<file path="src/design/line_dma_pkg.sv">
// Purpose: constants for the two-channel line window dma
// Assumes: 32-bit register port, byte offsets
// Notes:   one word per register, channel q at +ch_span
package line_dma_pkg;
   // register offsets, channel i; channel q adds CH_SPAN, except OFF_MODE which both share
   localparam logic [7:0] OFF_WIN    = 8'h00;
   localparam logic [7:0] OFF_CNT    = 8'h04;
   localparam logic [7:0] OFF_STRIDE = 8'h08;
   localparam logic [7:0] OFF_CADDR  = 8'h0c;
   localparam logic [7:0] OFF_CPOS   = 8'h10;
   localparam logic [7:0] OFF_STAT   = 8'h14;
   localparam logic [7:0] OFF_MODE   = 8'h40;
   localparam logic [7:0] CH_SPAN    = 8'h20;
   localparam logic [7:0] LOC_MASK   = 8'h1f;
   localparam int         CH_SEL_BIT = 5;
   // field positions
   localparam int WIN_LSB    = 3;
   localparam int LINE_LSB   = 16;
   localparam int BPL_LSB    = 1;
   localparam int STRIDE_LSB = 3;
   localparam int STRIDE_MSB = 15;
   localparam int MARK_LSB    = 4;
   localparam int QUEUED_BIT  = 1;
   localparam int RUNNING_BIT = 0;
   // sizes and steps
   localparam int              NCH            = 2;
   localparam int              DATA_W         = 16;
   localparam int              MARK_W         = 4;
   localparam int              FIFO_DEPTH_DEF = 8;
   localparam logic [15:0]     STEP_BYTES     = 16'd2;
   localparam logic [31:0]     RESET_WORD     = 32'h0000_0000;
endpackage

</file>
<file path="src/design/word_fifo.sv">
// Purpose: small synchronous word fifo with valid/ready both sides
// Assumes: depth is a power of two
// Notes:   level reports occupancy, ce freezes all state
`timescale 1ns/100ps
`default_nettype none
module word_fifo #(
   parameter int WIDTH = 16,
   parameter int DEPTH = 8,
   localparam int AW = $clog2(DEPTH),
   localparam int LW = $clog2(DEPTH + 1)
) (
   // clock and reset
   input  wire logic             ref_clk,
   input  wire logic             rst_b,
   input  wire logic             ce,
   // fill side
   input  wire logic             in_valid,
   output logic                  in_ready,
   input  wire logic [WIDTH-1:0] in_data,
   // drain side
   output logic                  out_valid,
   input  wire logic             out_ready,
   output logic      [WIDTH-1:0] out_data,
   // occupancy
   output logic      [LW-1:0]    level
);
   typedef struct packed {
      logic [AW-1:0] wp;
      logic [AW-1:0] rp;
      logic [LW-1:0] cnt;
   } fifo_s;

   fifo_s            st;
   fifo_s            next_st;
   logic [WIDTH-1:0] mem [DEPTH];
   logic             push;
   logic             pop;

   assign in_ready  = (st.cnt != LW'(DEPTH));
   assign out_valid = (st.cnt != '0);
   assign out_data  = mem[st.rp];
   assign level     = st.cnt;
   assign push      = in_valid && in_ready;
   assign pop       = out_valid && out_ready;

   always_comb begin
      next_st = st;
      if (push) begin
         next_st.wp = st.wp + 1'b1;
      end
      if (pop) begin
         next_st.rp = st.rp + 1'b1;
      end
      if (push && !pop) begin
         next_st.cnt = st.cnt + 1'b1;
      end else if (pop && !push) begin
         next_st.cnt = st.cnt - 1'b1;
      end
   end

   always_ff @(posedge ref_clk or negedge rst_b) begin
      if (!rst_b) begin
         st <= '0;
      end else if (ce) begin
         st <= next_st;
      end
   end

   ////////////////////////////////////////////////////////////////
   // storage, no reset needed
   always_ff @(posedge ref_clk) begin
      if (ce && push) begin
         mem[st.wp] <= in_data;
      end
   end
endmodule
`default_nettype wire

</file>
<file path="src/design/line_window_dma_descriptors.sv">
// Purpose: descriptors, status and line walker of a two channel dma
// Assumes: one 16-bit memory access outstanding, ack is one pulse
// Notes:   descriptor set is queued by the line/byte count write
//
// Contract
// Window start bits 31..3 are writable per channel.
// Window start bits 2..0 read zero; windows are 8-byte aligned.
// A full 32-bit write to the window register sets the address.
// Software never programs a zero line count.
// Software never programs a zero bytes-per-line upper field.
// Bytes-per-line bit 0 reads zero; line length is always even.
// Line stride register holds writable bits 15..3.
// Line stride bits 2..0 read zero; stride is a multiple of 8.
// Zero stride repeats the first line line_total times.
// Status reports the memory address currently being accessed.
// Status reports current line in 31..16, byte position in 15..0.
// Receive: watermark holds highest fifo occupancy reached.
// Transmit: watermark shows fifo emptiness every clock.
// Queued flag is set while a set waits, clear when writable.
// Software waits for queued flag zero before new descriptors.
// Running flag is one while the channel transfers.
// Software uses the queued flag, not running, to reprogram.
// Channel q has identical descriptors to channel i.
// Queue a set while idle-queued, start it when free, step lines.
`timescale 1ns/100ps
`default_nettype none
module line_window_dma_descriptors
   import line_dma_pkg::*;
#(
   parameter int FIFO_DEPTH = FIFO_DEPTH_DEF
) (
   // clock, reset, enable
   input  wire logic                       ref_clk,
   input  wire logic                       rst_b,
   input  wire logic                       ce,
   // register port
   input  wire logic [7:0]                 reg_addr,
   input  wire logic [31:0]                reg_wdata,
   input  wire logic                       reg_wr,
   input  wire logic                       reg_rd,
   output logic      [31:0]                reg_rdata,
   // memory side
   output logic                            mem_req,
   output logic                            mem_we,
   output logic      [31:0]                mem_addr,
   output logic      [DATA_W-1:0]          mem_wdata,
   input  wire logic                       mem_ack,
   input  wire logic [DATA_W-1:0]          mem_rdata,
   // port receive stream per channel
   input  wire logic [NCH-1:0]             port_rx_valid,
   output logic      [NCH-1:0]             port_rx_ready,
   input  wire logic [NCH-1:0][DATA_W-1:0] port_rx_data,
   // port transmit stream per channel
   output logic      [NCH-1:0]             port_tx_valid,
   input  wire logic [NCH-1:0]             port_tx_ready,
   output logic      [NCH-1:0][DATA_W-1:0] port_tx_data
);
   localparam int LW = $clog2(FIFO_DEPTH + 1);

   typedef struct packed {
      logic [NCH-1:0][28:0] window_addr_upper;
      logic [NCH-1:0][15:0] line_total;
      logic [NCH-1:0][14:0] bytes_per_line_upper;
      logic [NCH-1:0][12:0] line_stride_upper;
      logic [NCH-1:0][15:0] run_lines;
      logic [NCH-1:0][15:0] run_bytes;
      logic [NCH-1:0][31:0] run_stride;
      logic [NCH-1:0][31:0] line_base;
      logic [NCH-1:0][15:0] line_idx;
      logic [NCH-1:0][15:0] byte_pos;
      logic [NCH-1:0][3:0]  fifo_watermark;
      logic [NCH-1:0]       transfer_queued_flag;
      logic [NCH-1:0]       transfer_running_flag;
      logic [NCH-1:0]       tx_mode;
      logic                 busy;
      logic                 owner;
      logic                 we;
      logic [31:0]          addr;
      logic [DATA_W-1:0]    wdata;
      logic [31:0]          rdata;
   } dma_s;

   dma_s                         st;
   dma_s                         next_st;
   logic [NCH-1:0]               fin_valid;
   logic [NCH-1:0]               fin_ready;
   logic [NCH-1:0][DATA_W-1:0]   fin_data;
   logic [NCH-1:0]               fout_valid;
   logic [NCH-1:0]               fout_ready;
   logic [NCH-1:0][DATA_W-1:0]   fout_data;
   logic [NCH-1:0][LW-1:0]       level;
   logic [NCH-1:0][31:0]         cur_addr;
   logic [NCH-1:0]               can_go;
   logic [NCH-1:0]               pop;
   logic                         sel;
   logic [7:0]                   loc;
   logic                         in_ch;

   assign sel       = reg_addr[CH_SEL_BIT];
   assign loc       = reg_addr & LOC_MASK;
   assign in_ch     = (reg_addr < OFF_MODE);
   assign reg_rdata = st.rdata;
   assign mem_req   = st.busy;
   assign mem_we    = st.we;
   assign mem_addr  = st.addr;
   assign mem_wdata = st.wdata;

   ////////////////////////////////////////////////////////////////
   // per channel fifo, direction set by tx_mode
   for (genvar g = 0; g < NCH; g++) begin : g_ch
      logic ack_here;
      assign ack_here         = st.busy && mem_ack && (st.owner == 1'(g));
      assign cur_addr[g]      = st.line_base[g] + {16'h0000, st.byte_pos[g]};
      assign fin_valid[g]     = st.tx_mode[g] ? (ack_here && !st.we) : port_rx_valid[g];
      assign fin_data[g]      = st.tx_mode[g] ? mem_rdata : port_rx_data[g];
      assign port_rx_ready[g] = !st.tx_mode[g] && fin_ready[g];
      assign port_tx_valid[g] = st.tx_mode[g] && fout_valid[g];
      assign port_tx_data[g]  = fout_data[g];
      assign fout_ready[g]    = st.tx_mode[g] ? port_tx_ready[g] : pop[g];
      assign can_go[g]        = st.transfer_running_flag[g]
                                && (st.tx_mode[g] ? fin_ready[g] : fout_valid[g]);

      word_fifo #(
         .WIDTH (DATA_W),
         .DEPTH (FIFO_DEPTH)
      ) u_fifo (
         .ref_clk   (ref_clk),
         .rst_b     (rst_b),
         .ce        (ce),
         .in_valid  (fin_valid[g]),
         .in_ready  (fin_ready[g]),
         .in_data   (fin_data[g]),
         .out_valid (fout_valid[g]),
         .out_ready (fout_ready[g]),
         .out_data  (fout_data[g]),
         .level     (level[g])
      );
   end

   ////////////////////////////////////////////////////////////////
   // next state
   always_comb begin
      next_st = st;
      pop     = '0;
      for (int i = 0; i < NCH; i++) begin
         // start a queued set once the channel is free
         if (st.transfer_queued_flag[i] && !st.transfer_running_flag[i]) begin
            next_st.transfer_queued_flag[i]  = 1'b0;
            next_st.transfer_running_flag[i] = 1'b1;
            next_st.run_lines[i]  = st.line_total[i];
            next_st.run_bytes[i]  = {st.bytes_per_line_upper[i], 1'b0};
            next_st.run_stride[i] = {16'h0000, st.line_stride_upper[i], 3'b000};
            next_st.line_base[i]  = {st.window_addr_upper[i], 3'b000};
            next_st.line_idx[i]   = '0;
            next_st.byte_pos[i]   = '0;
            if (!st.tx_mode[i]) begin
               next_st.fifo_watermark[i] = '0;
            end
         end
         // watermark
         if (st.tx_mode[i]) begin
            next_st.fifo_watermark[i] = MARK_W'(LW'(FIFO_DEPTH) - level[i]);
         end else if (st.transfer_running_flag[i]
                      && MARK_W'(level[i]) > st.fifo_watermark[i]) begin
            next_st.fifo_watermark[i] = MARK_W'(level[i]);
         end
      end

      // memory access completes: walk bytes, then lines
      if (st.busy && mem_ack) begin
         next_st.busy = 1'b0;
         if (16'(st.byte_pos[st.owner] + STEP_BYTES) >= st.run_bytes[st.owner]) begin
            next_st.byte_pos[st.owner] = '0;
            if (16'(st.line_idx[st.owner] + 1'b1) >= st.run_lines[st.owner]) begin
               next_st.transfer_running_flag[st.owner] = 1'b0;
            end else begin
               next_st.line_idx[st.owner]  = st.line_idx[st.owner] + 1'b1;
               // zero stride keeps the first line's base
               next_st.line_base[st.owner] = st.line_base[st.owner]
                                             + st.run_stride[st.owner];
            end
         end else begin
            next_st.byte_pos[st.owner] = st.byte_pos[st.owner] + STEP_BYTES;
         end
      end else if (!st.busy && (can_go != '0)) begin
         // channel i has priority over channel q
         next_st.busy  = 1'b1;
         next_st.owner = !can_go[0];
         next_st.we    = !st.tx_mode[!can_go[0]];
         next_st.addr  = cur_addr[!can_go[0]];
         next_st.wdata = fout_data[!can_go[0]];
         pop[!can_go[0]] = !st.tx_mode[!can_go[0]];
      end

      // register writes; descriptors only while the selected channel has nothing queued
      if (reg_wr) begin
         if (in_ch && !st.transfer_queued_flag[sel]) begin
            if (loc == OFF_WIN) begin
               next_st.window_addr_upper[sel] = reg_wdata[31:WIN_LSB];
            end else if (loc == OFF_CNT) begin
               next_st.line_total[sel]           = reg_wdata[31:LINE_LSB];
               next_st.bytes_per_line_upper[sel] = reg_wdata[LINE_LSB-1:BPL_LSB];
               next_st.transfer_queued_flag[sel] = 1'b1;
            end else if (loc == OFF_STRIDE) begin
               next_st.line_stride_upper[sel] = reg_wdata[STRIDE_MSB:STRIDE_LSB];
            end
         end else if (reg_addr == OFF_MODE) begin
            next_st.tx_mode = reg_wdata[NCH-1:0];
         end
      end

      // register reads, answered next cycle
      if (reg_rd) begin
         next_st.rdata = RESET_WORD;
         if (in_ch && loc == OFF_WIN) begin
            next_st.rdata = {st.window_addr_upper[sel], 3'b000};
         end else if (in_ch && loc == OFF_CNT) begin
            next_st.rdata = {st.line_total[sel], st.bytes_per_line_upper[sel], 1'b0};
         end else if (in_ch && loc == OFF_STRIDE) begin
            next_st.rdata = {16'h0000, st.line_stride_upper[sel], 3'b000};
         end else if (in_ch && loc == OFF_CADDR) begin
            next_st.rdata = cur_addr[sel];
         end else if (in_ch && loc == OFF_CPOS) begin
            next_st.rdata = {st.line_idx[sel], st.byte_pos[sel]};
         end else if (in_ch && loc == OFF_STAT) begin
            next_st.rdata[MARK_LSB +: MARK_W] = st.fifo_watermark[sel];
            next_st.rdata[QUEUED_BIT]         = st.transfer_queued_flag[sel];
            next_st.rdata[RUNNING_BIT]        = st.transfer_running_flag[sel];
         end else if (reg_addr == OFF_MODE) begin
            next_st.rdata[NCH-1:0] = st.tx_mode;
         end
      end
   end

   always_ff @(posedge ref_clk or negedge rst_b) begin
      if (!rst_b) begin
         st <= '0;
      end else if (ce) begin
         st <= next_st;
      end
   end
endmodule
`default_nettype wire

</file>
<file path="config.mk">
export PLATFORM = sky130hd
export DESIGN_NAME = line_window_dma_descriptors
export DESIGN_NICKNAME = d
export VERILOG_FILES = /design/src/design/line_dma_pkg.sv /design/src/design/word_fifo.sv /design/src/design/line_window_dma_descriptors.sv
export SDC_FILE = /design/constraint.sdc
export NUM_CORES = 2
export LEC_CHECK = 0
export ABC_CLOCK_PERIOD_IN_PS = 7150
export BUFFER_PORTS_ARGS = -buffer_cell sky130_fd_sc_hd__buf_4
export CAP_MARGIN = 20
export CORE_ASPECT_RATIO = 1.2
export CORE_MARGIN = 8
export CORE_UTILIZATION = 28
export DETAILED_ROUTE_END_ITERATION = 16
export HOLD_SLACK_MARGIN = 0.08
export PLACE_DENSITY = 0.46
export SLEW_MARGIN = 25
export SYNTH_ARGS = -nofsm -noshare
export SYNTH_HDL_FRONTEND = slang
export SYNTH_SLANG_ARGS = --single-unit
</file>
<file path="constraint.sdc">
create_clock -name ref_clk -period 7.15 [get_ports ref_clk]
set_input_delay 1.43 -clock ref_clk [delete_from_list [all_inputs] [get_ports ref_clk]]
set_output_delay 1.43 -clock ref_clk [all_outputs]
set_load 0.03 [all_outputs]
</file>
==> flow_metrics.tcl <==
set metrics [dict create \
    fin_tns_setup_ps 0 \
    yosys.area.top_type "dfrtp_1" \
    maxCapViolCount 0 \
    crit_top_cell "nand3_1" \
    place.gp.congestion 0.897 \
    ctsHoldBuffers 0 \
    max_slew_margin 0.192 \
    critical_path_class "reg2reg" \
    rows 148 \
    syn_area_sq_mm 0.0379 \
    ff2ff_setup_slack_ps 1090 \
    fp.dieArea_sq_mm 0.147 \
    ios 216 \
    crit_start "st[81]" \
    switchingPower_w 0.00409 \
    netlist_top_cells_area "dfrtp_1 (32%), edfxtp_1 (20%), mux2_2 (7.6%), mux2i_1 (5.1%), nand2_1 (4.6%)" \
    worstSetupEndpoint "st[151]" \
    cp.arrival_ps 6610 \
    postCtsResizedCells 0 \
    grt_util_all_layers 0.178 \
    drive_gt1_frac 0.228 \
    wl_per_cell_um 25.4 \
    p_leak_nw 18.9 \
    drt_iter0_drc 1808 \
    crit_fanout 40 \
    required_ps 7700 \
    first_pass_iters 6 \
    clk_pin_slew_worst_paths_ps 60 \
    worstSetupPathDepth 18 \
    synth_fp_nets 3494 \
    finalCritPeriodShare 0.848 \
    portBuffers 215 \
    grt_pass1_vias 27000 \
    finalClockSkew_ps 41.3 \
    hold_viol_final 0 \
    die_width_um 352 \
    slew_viol_final 0 \
    power_frac_seq 0.400 \
    run_status "completed" \
    synth_top_area_share 0.317 \
    final_cell_mix "dfrtp_1 (476), nand2_1 (463), buf_4 (278)" \
    intPower_w 0.00850 \
    final_common_cell "dfrtp_1" \
    drtAntennaViolNets 0 \
    syn_inst 3293 \
    cp-end-kind "register" \
    swShare 0.325 \
    p_clk_frac 0.356 \
    ys_types 81 \
    rsz0062_at_grt "no" \
    async_reset_ff_frac 0.652 \
    reg2reg_from "st[81]" \
    htree_levels 3 \
    critical_path.top_delay_family "simple AND/OR/NAND/NOR gates" \
    cts_made_buffers 87 \
    finalSetupViolations 0 \
    reg2reg_to "st[151]" \
    clockBufferDepth 3 \
    fp.dieH_um 419 \
    path_cells "buf_4, nand3_1, a21boi_0, nand3_1, or2_2, xnor2_1, inv_1, ha_1, a21o_1, a211o_1, a31oi_1, nor2_1, o41a_1, buf_4, nand3_1, buf_4, nand3_1, o21ai_0" \
    final_util 0.326 \
    core-area_sq_mm 0.135 \
    grt_pass1_wl_um 194000 \
    cts_tree "yes" \
    grt_max_degree 140 \
    irDropWorstVdd_mv 0.236 \
    clkSinkCount 735 \
    routed_wl_um 134000 \
    viasPerCell 5.07 \
    via_count 26800 \
    drc_errors 0 \
    worstSetupStartpointType "register" \
    antenna_found_initial 6 \
    initial_utilization 0.280 \
    syn_to_final_growth_pct 16.1 \
    powerDensity_mw_per_mm2 286 \
    fmax_ghz 0.165 \
    overflow 0 \
    min_path_type "reg2reg" \
    p_comb_frac 0.244 \
    ys_warn_count 0 \
    clk_latency_ps 700 \
    critPathMaxStageDelay_ps 840 \
    postCtsSetupRepairBufs 0 \
    synth-edff-count 256 \
    ys_ff_latch 735 \
    worst-slew-pin-transition_ps 1210 \
    syn-mean-instance-area_sq_um 11.5 \
    cp_slowest_cell "dfrtp_4" \
    finalNetCount 3606 \
    synth_seq_area_share 0.520 \
    rr_worst_depth 18 \
    synth-main-ff-cell "dfrtp_1" \
    dp_hpwl_um 93500 \
    path_buf_inv 4 \
    cts_root_buf "clkbuf_16" \
    period_minus_slack_ps 6060 \
]
==> how the worst min path moves through the flow <==
| stage | start | to | cells after the start |
|---|---|---|---|
| 2_1_floorplan | st[262] | st[262] | 2 |
| 3_3_place_gp | st[268] | st[268] | 2 |
| 3_5_place_dp | st[237] | st[237] | 2 |
| 4_1_cts | st[232] | st[232] | 2 |
| 5_1_grt | st[237] | st[237] | 2 |
| 6_report | st[232] | st[232] | 2 |
==> registers in the layout, indices dropped and copies added (netlist names) <==
register	flops
mem_req	1
mem_we	1
g_ch.u_fifo.level	8
st	377
mem_wdata	16
reg_rdata	32
g_ch.u_fifo.mem	256
mem_addr	32
g_ch.u_fifo.st	12
==> per-layer routing <==
| layer | up-vias | track usage | share of wire |
|---|---|---|---|
| met3 | 161 | 0.0379 | 0.059 |
| li1 | 12200 | - | - |
| met4 | 0 | 0.0522 | 0.026 |
| met1 | 13700 | 0.234 | 0.44 |
| met5 | - | 0 | 0 |
| met2 | 745 | 0.296 | 0.48 |
==> synth_stat cells (13+ instances only) <==
library cell,n
a21oi_1,128
buf_2,17
a211oi_1,20
nand2b_1,13
mux4_2,64
o21ai_1,35
a32oi_1,13
o21ai_0,151
mux2_2,257
nor2_1,134
o221ai_1,16
and2_1,14
ha_1,98
xnor2_1,84
xor2_1,47
a22oi_1,38
a22o_1,14
clkbuf_1,102
a21o_1,22
dfrtp_1,479
nand3_1,94
nand4_1,22
buf_1,52
edfxtp_1,256
o22ai_1,45
a31oi_1,13
nand2_1,468
buf_4,86
inv_1,67
mux2i_1,193
nor3_1,34
nor2b_1,36
==> per-stage QoR <==
step                std cells  hold WS (ps)  power [W]  instance area, sq um  worst slack (ps)
global route             5273           490     0.0132                 44000               842
floorplan                3293           440    0.00717                 37900              1550
detailed placement       5116           459    0.00825                 41100              1180
CTS                      5273           473     0.0128                 44000              1150
global placement         5116           454    0.00823                 41100              1340
finish                   5276           471     0.0126                 44000              1090
==> power groups by stage <==
stage / logic (W) / clock network, W / registers [W]
2_1_floorplan: 0.00222 / 0 / 0.00495
3_3_place_gp: 0.00312 / 0 / 0.00511
3_5_place_dp: 0.00314 / 0 / 0.00512
4_1_cts: 0.00315 / 0.00462 / 0.00504
5_1_grt: 0.00333 / 0.00476 / 0.00508
6_report: 0.00307 / 0.00449 / 0.00504
==> cells by family (layout without fill, tap and decap cells) <==
logic type      Yosys count  in the layout  share of synthesized area
xor+xnor                131            131                     0.0303
compound gates          605            605                      0.104
other cells               0              3                          0
flops                   735            735                      0.520
simple gates            877            877                      0.102
mux                     514            514                      0.166
fa+ha+maj               103            103                     0.0350
buf+inv                 328            508                     0.0424
==> worst min-delay path: stages (launching register included) <==
cell     delay, ps
dfrtp_1        340
nand2_1         50
nand2_1         50
==> final cells by class <==
type | instances | area, sq um
Antenna cell | 3 | 7.51
Clock buffer | 116 | 2410
Clock inverter | 41 | 447
Fill cell | 13600 | 91000
Inverter | 67 | 251
Multi-Input combinational cell | 2230 | 16700
Sequential cell | 735 | 19700
Tap cell | 1800 | 2250
Timing Repair Buffer | 284 | 2200
Note: power is estimated with default switching activity, not from simulation.
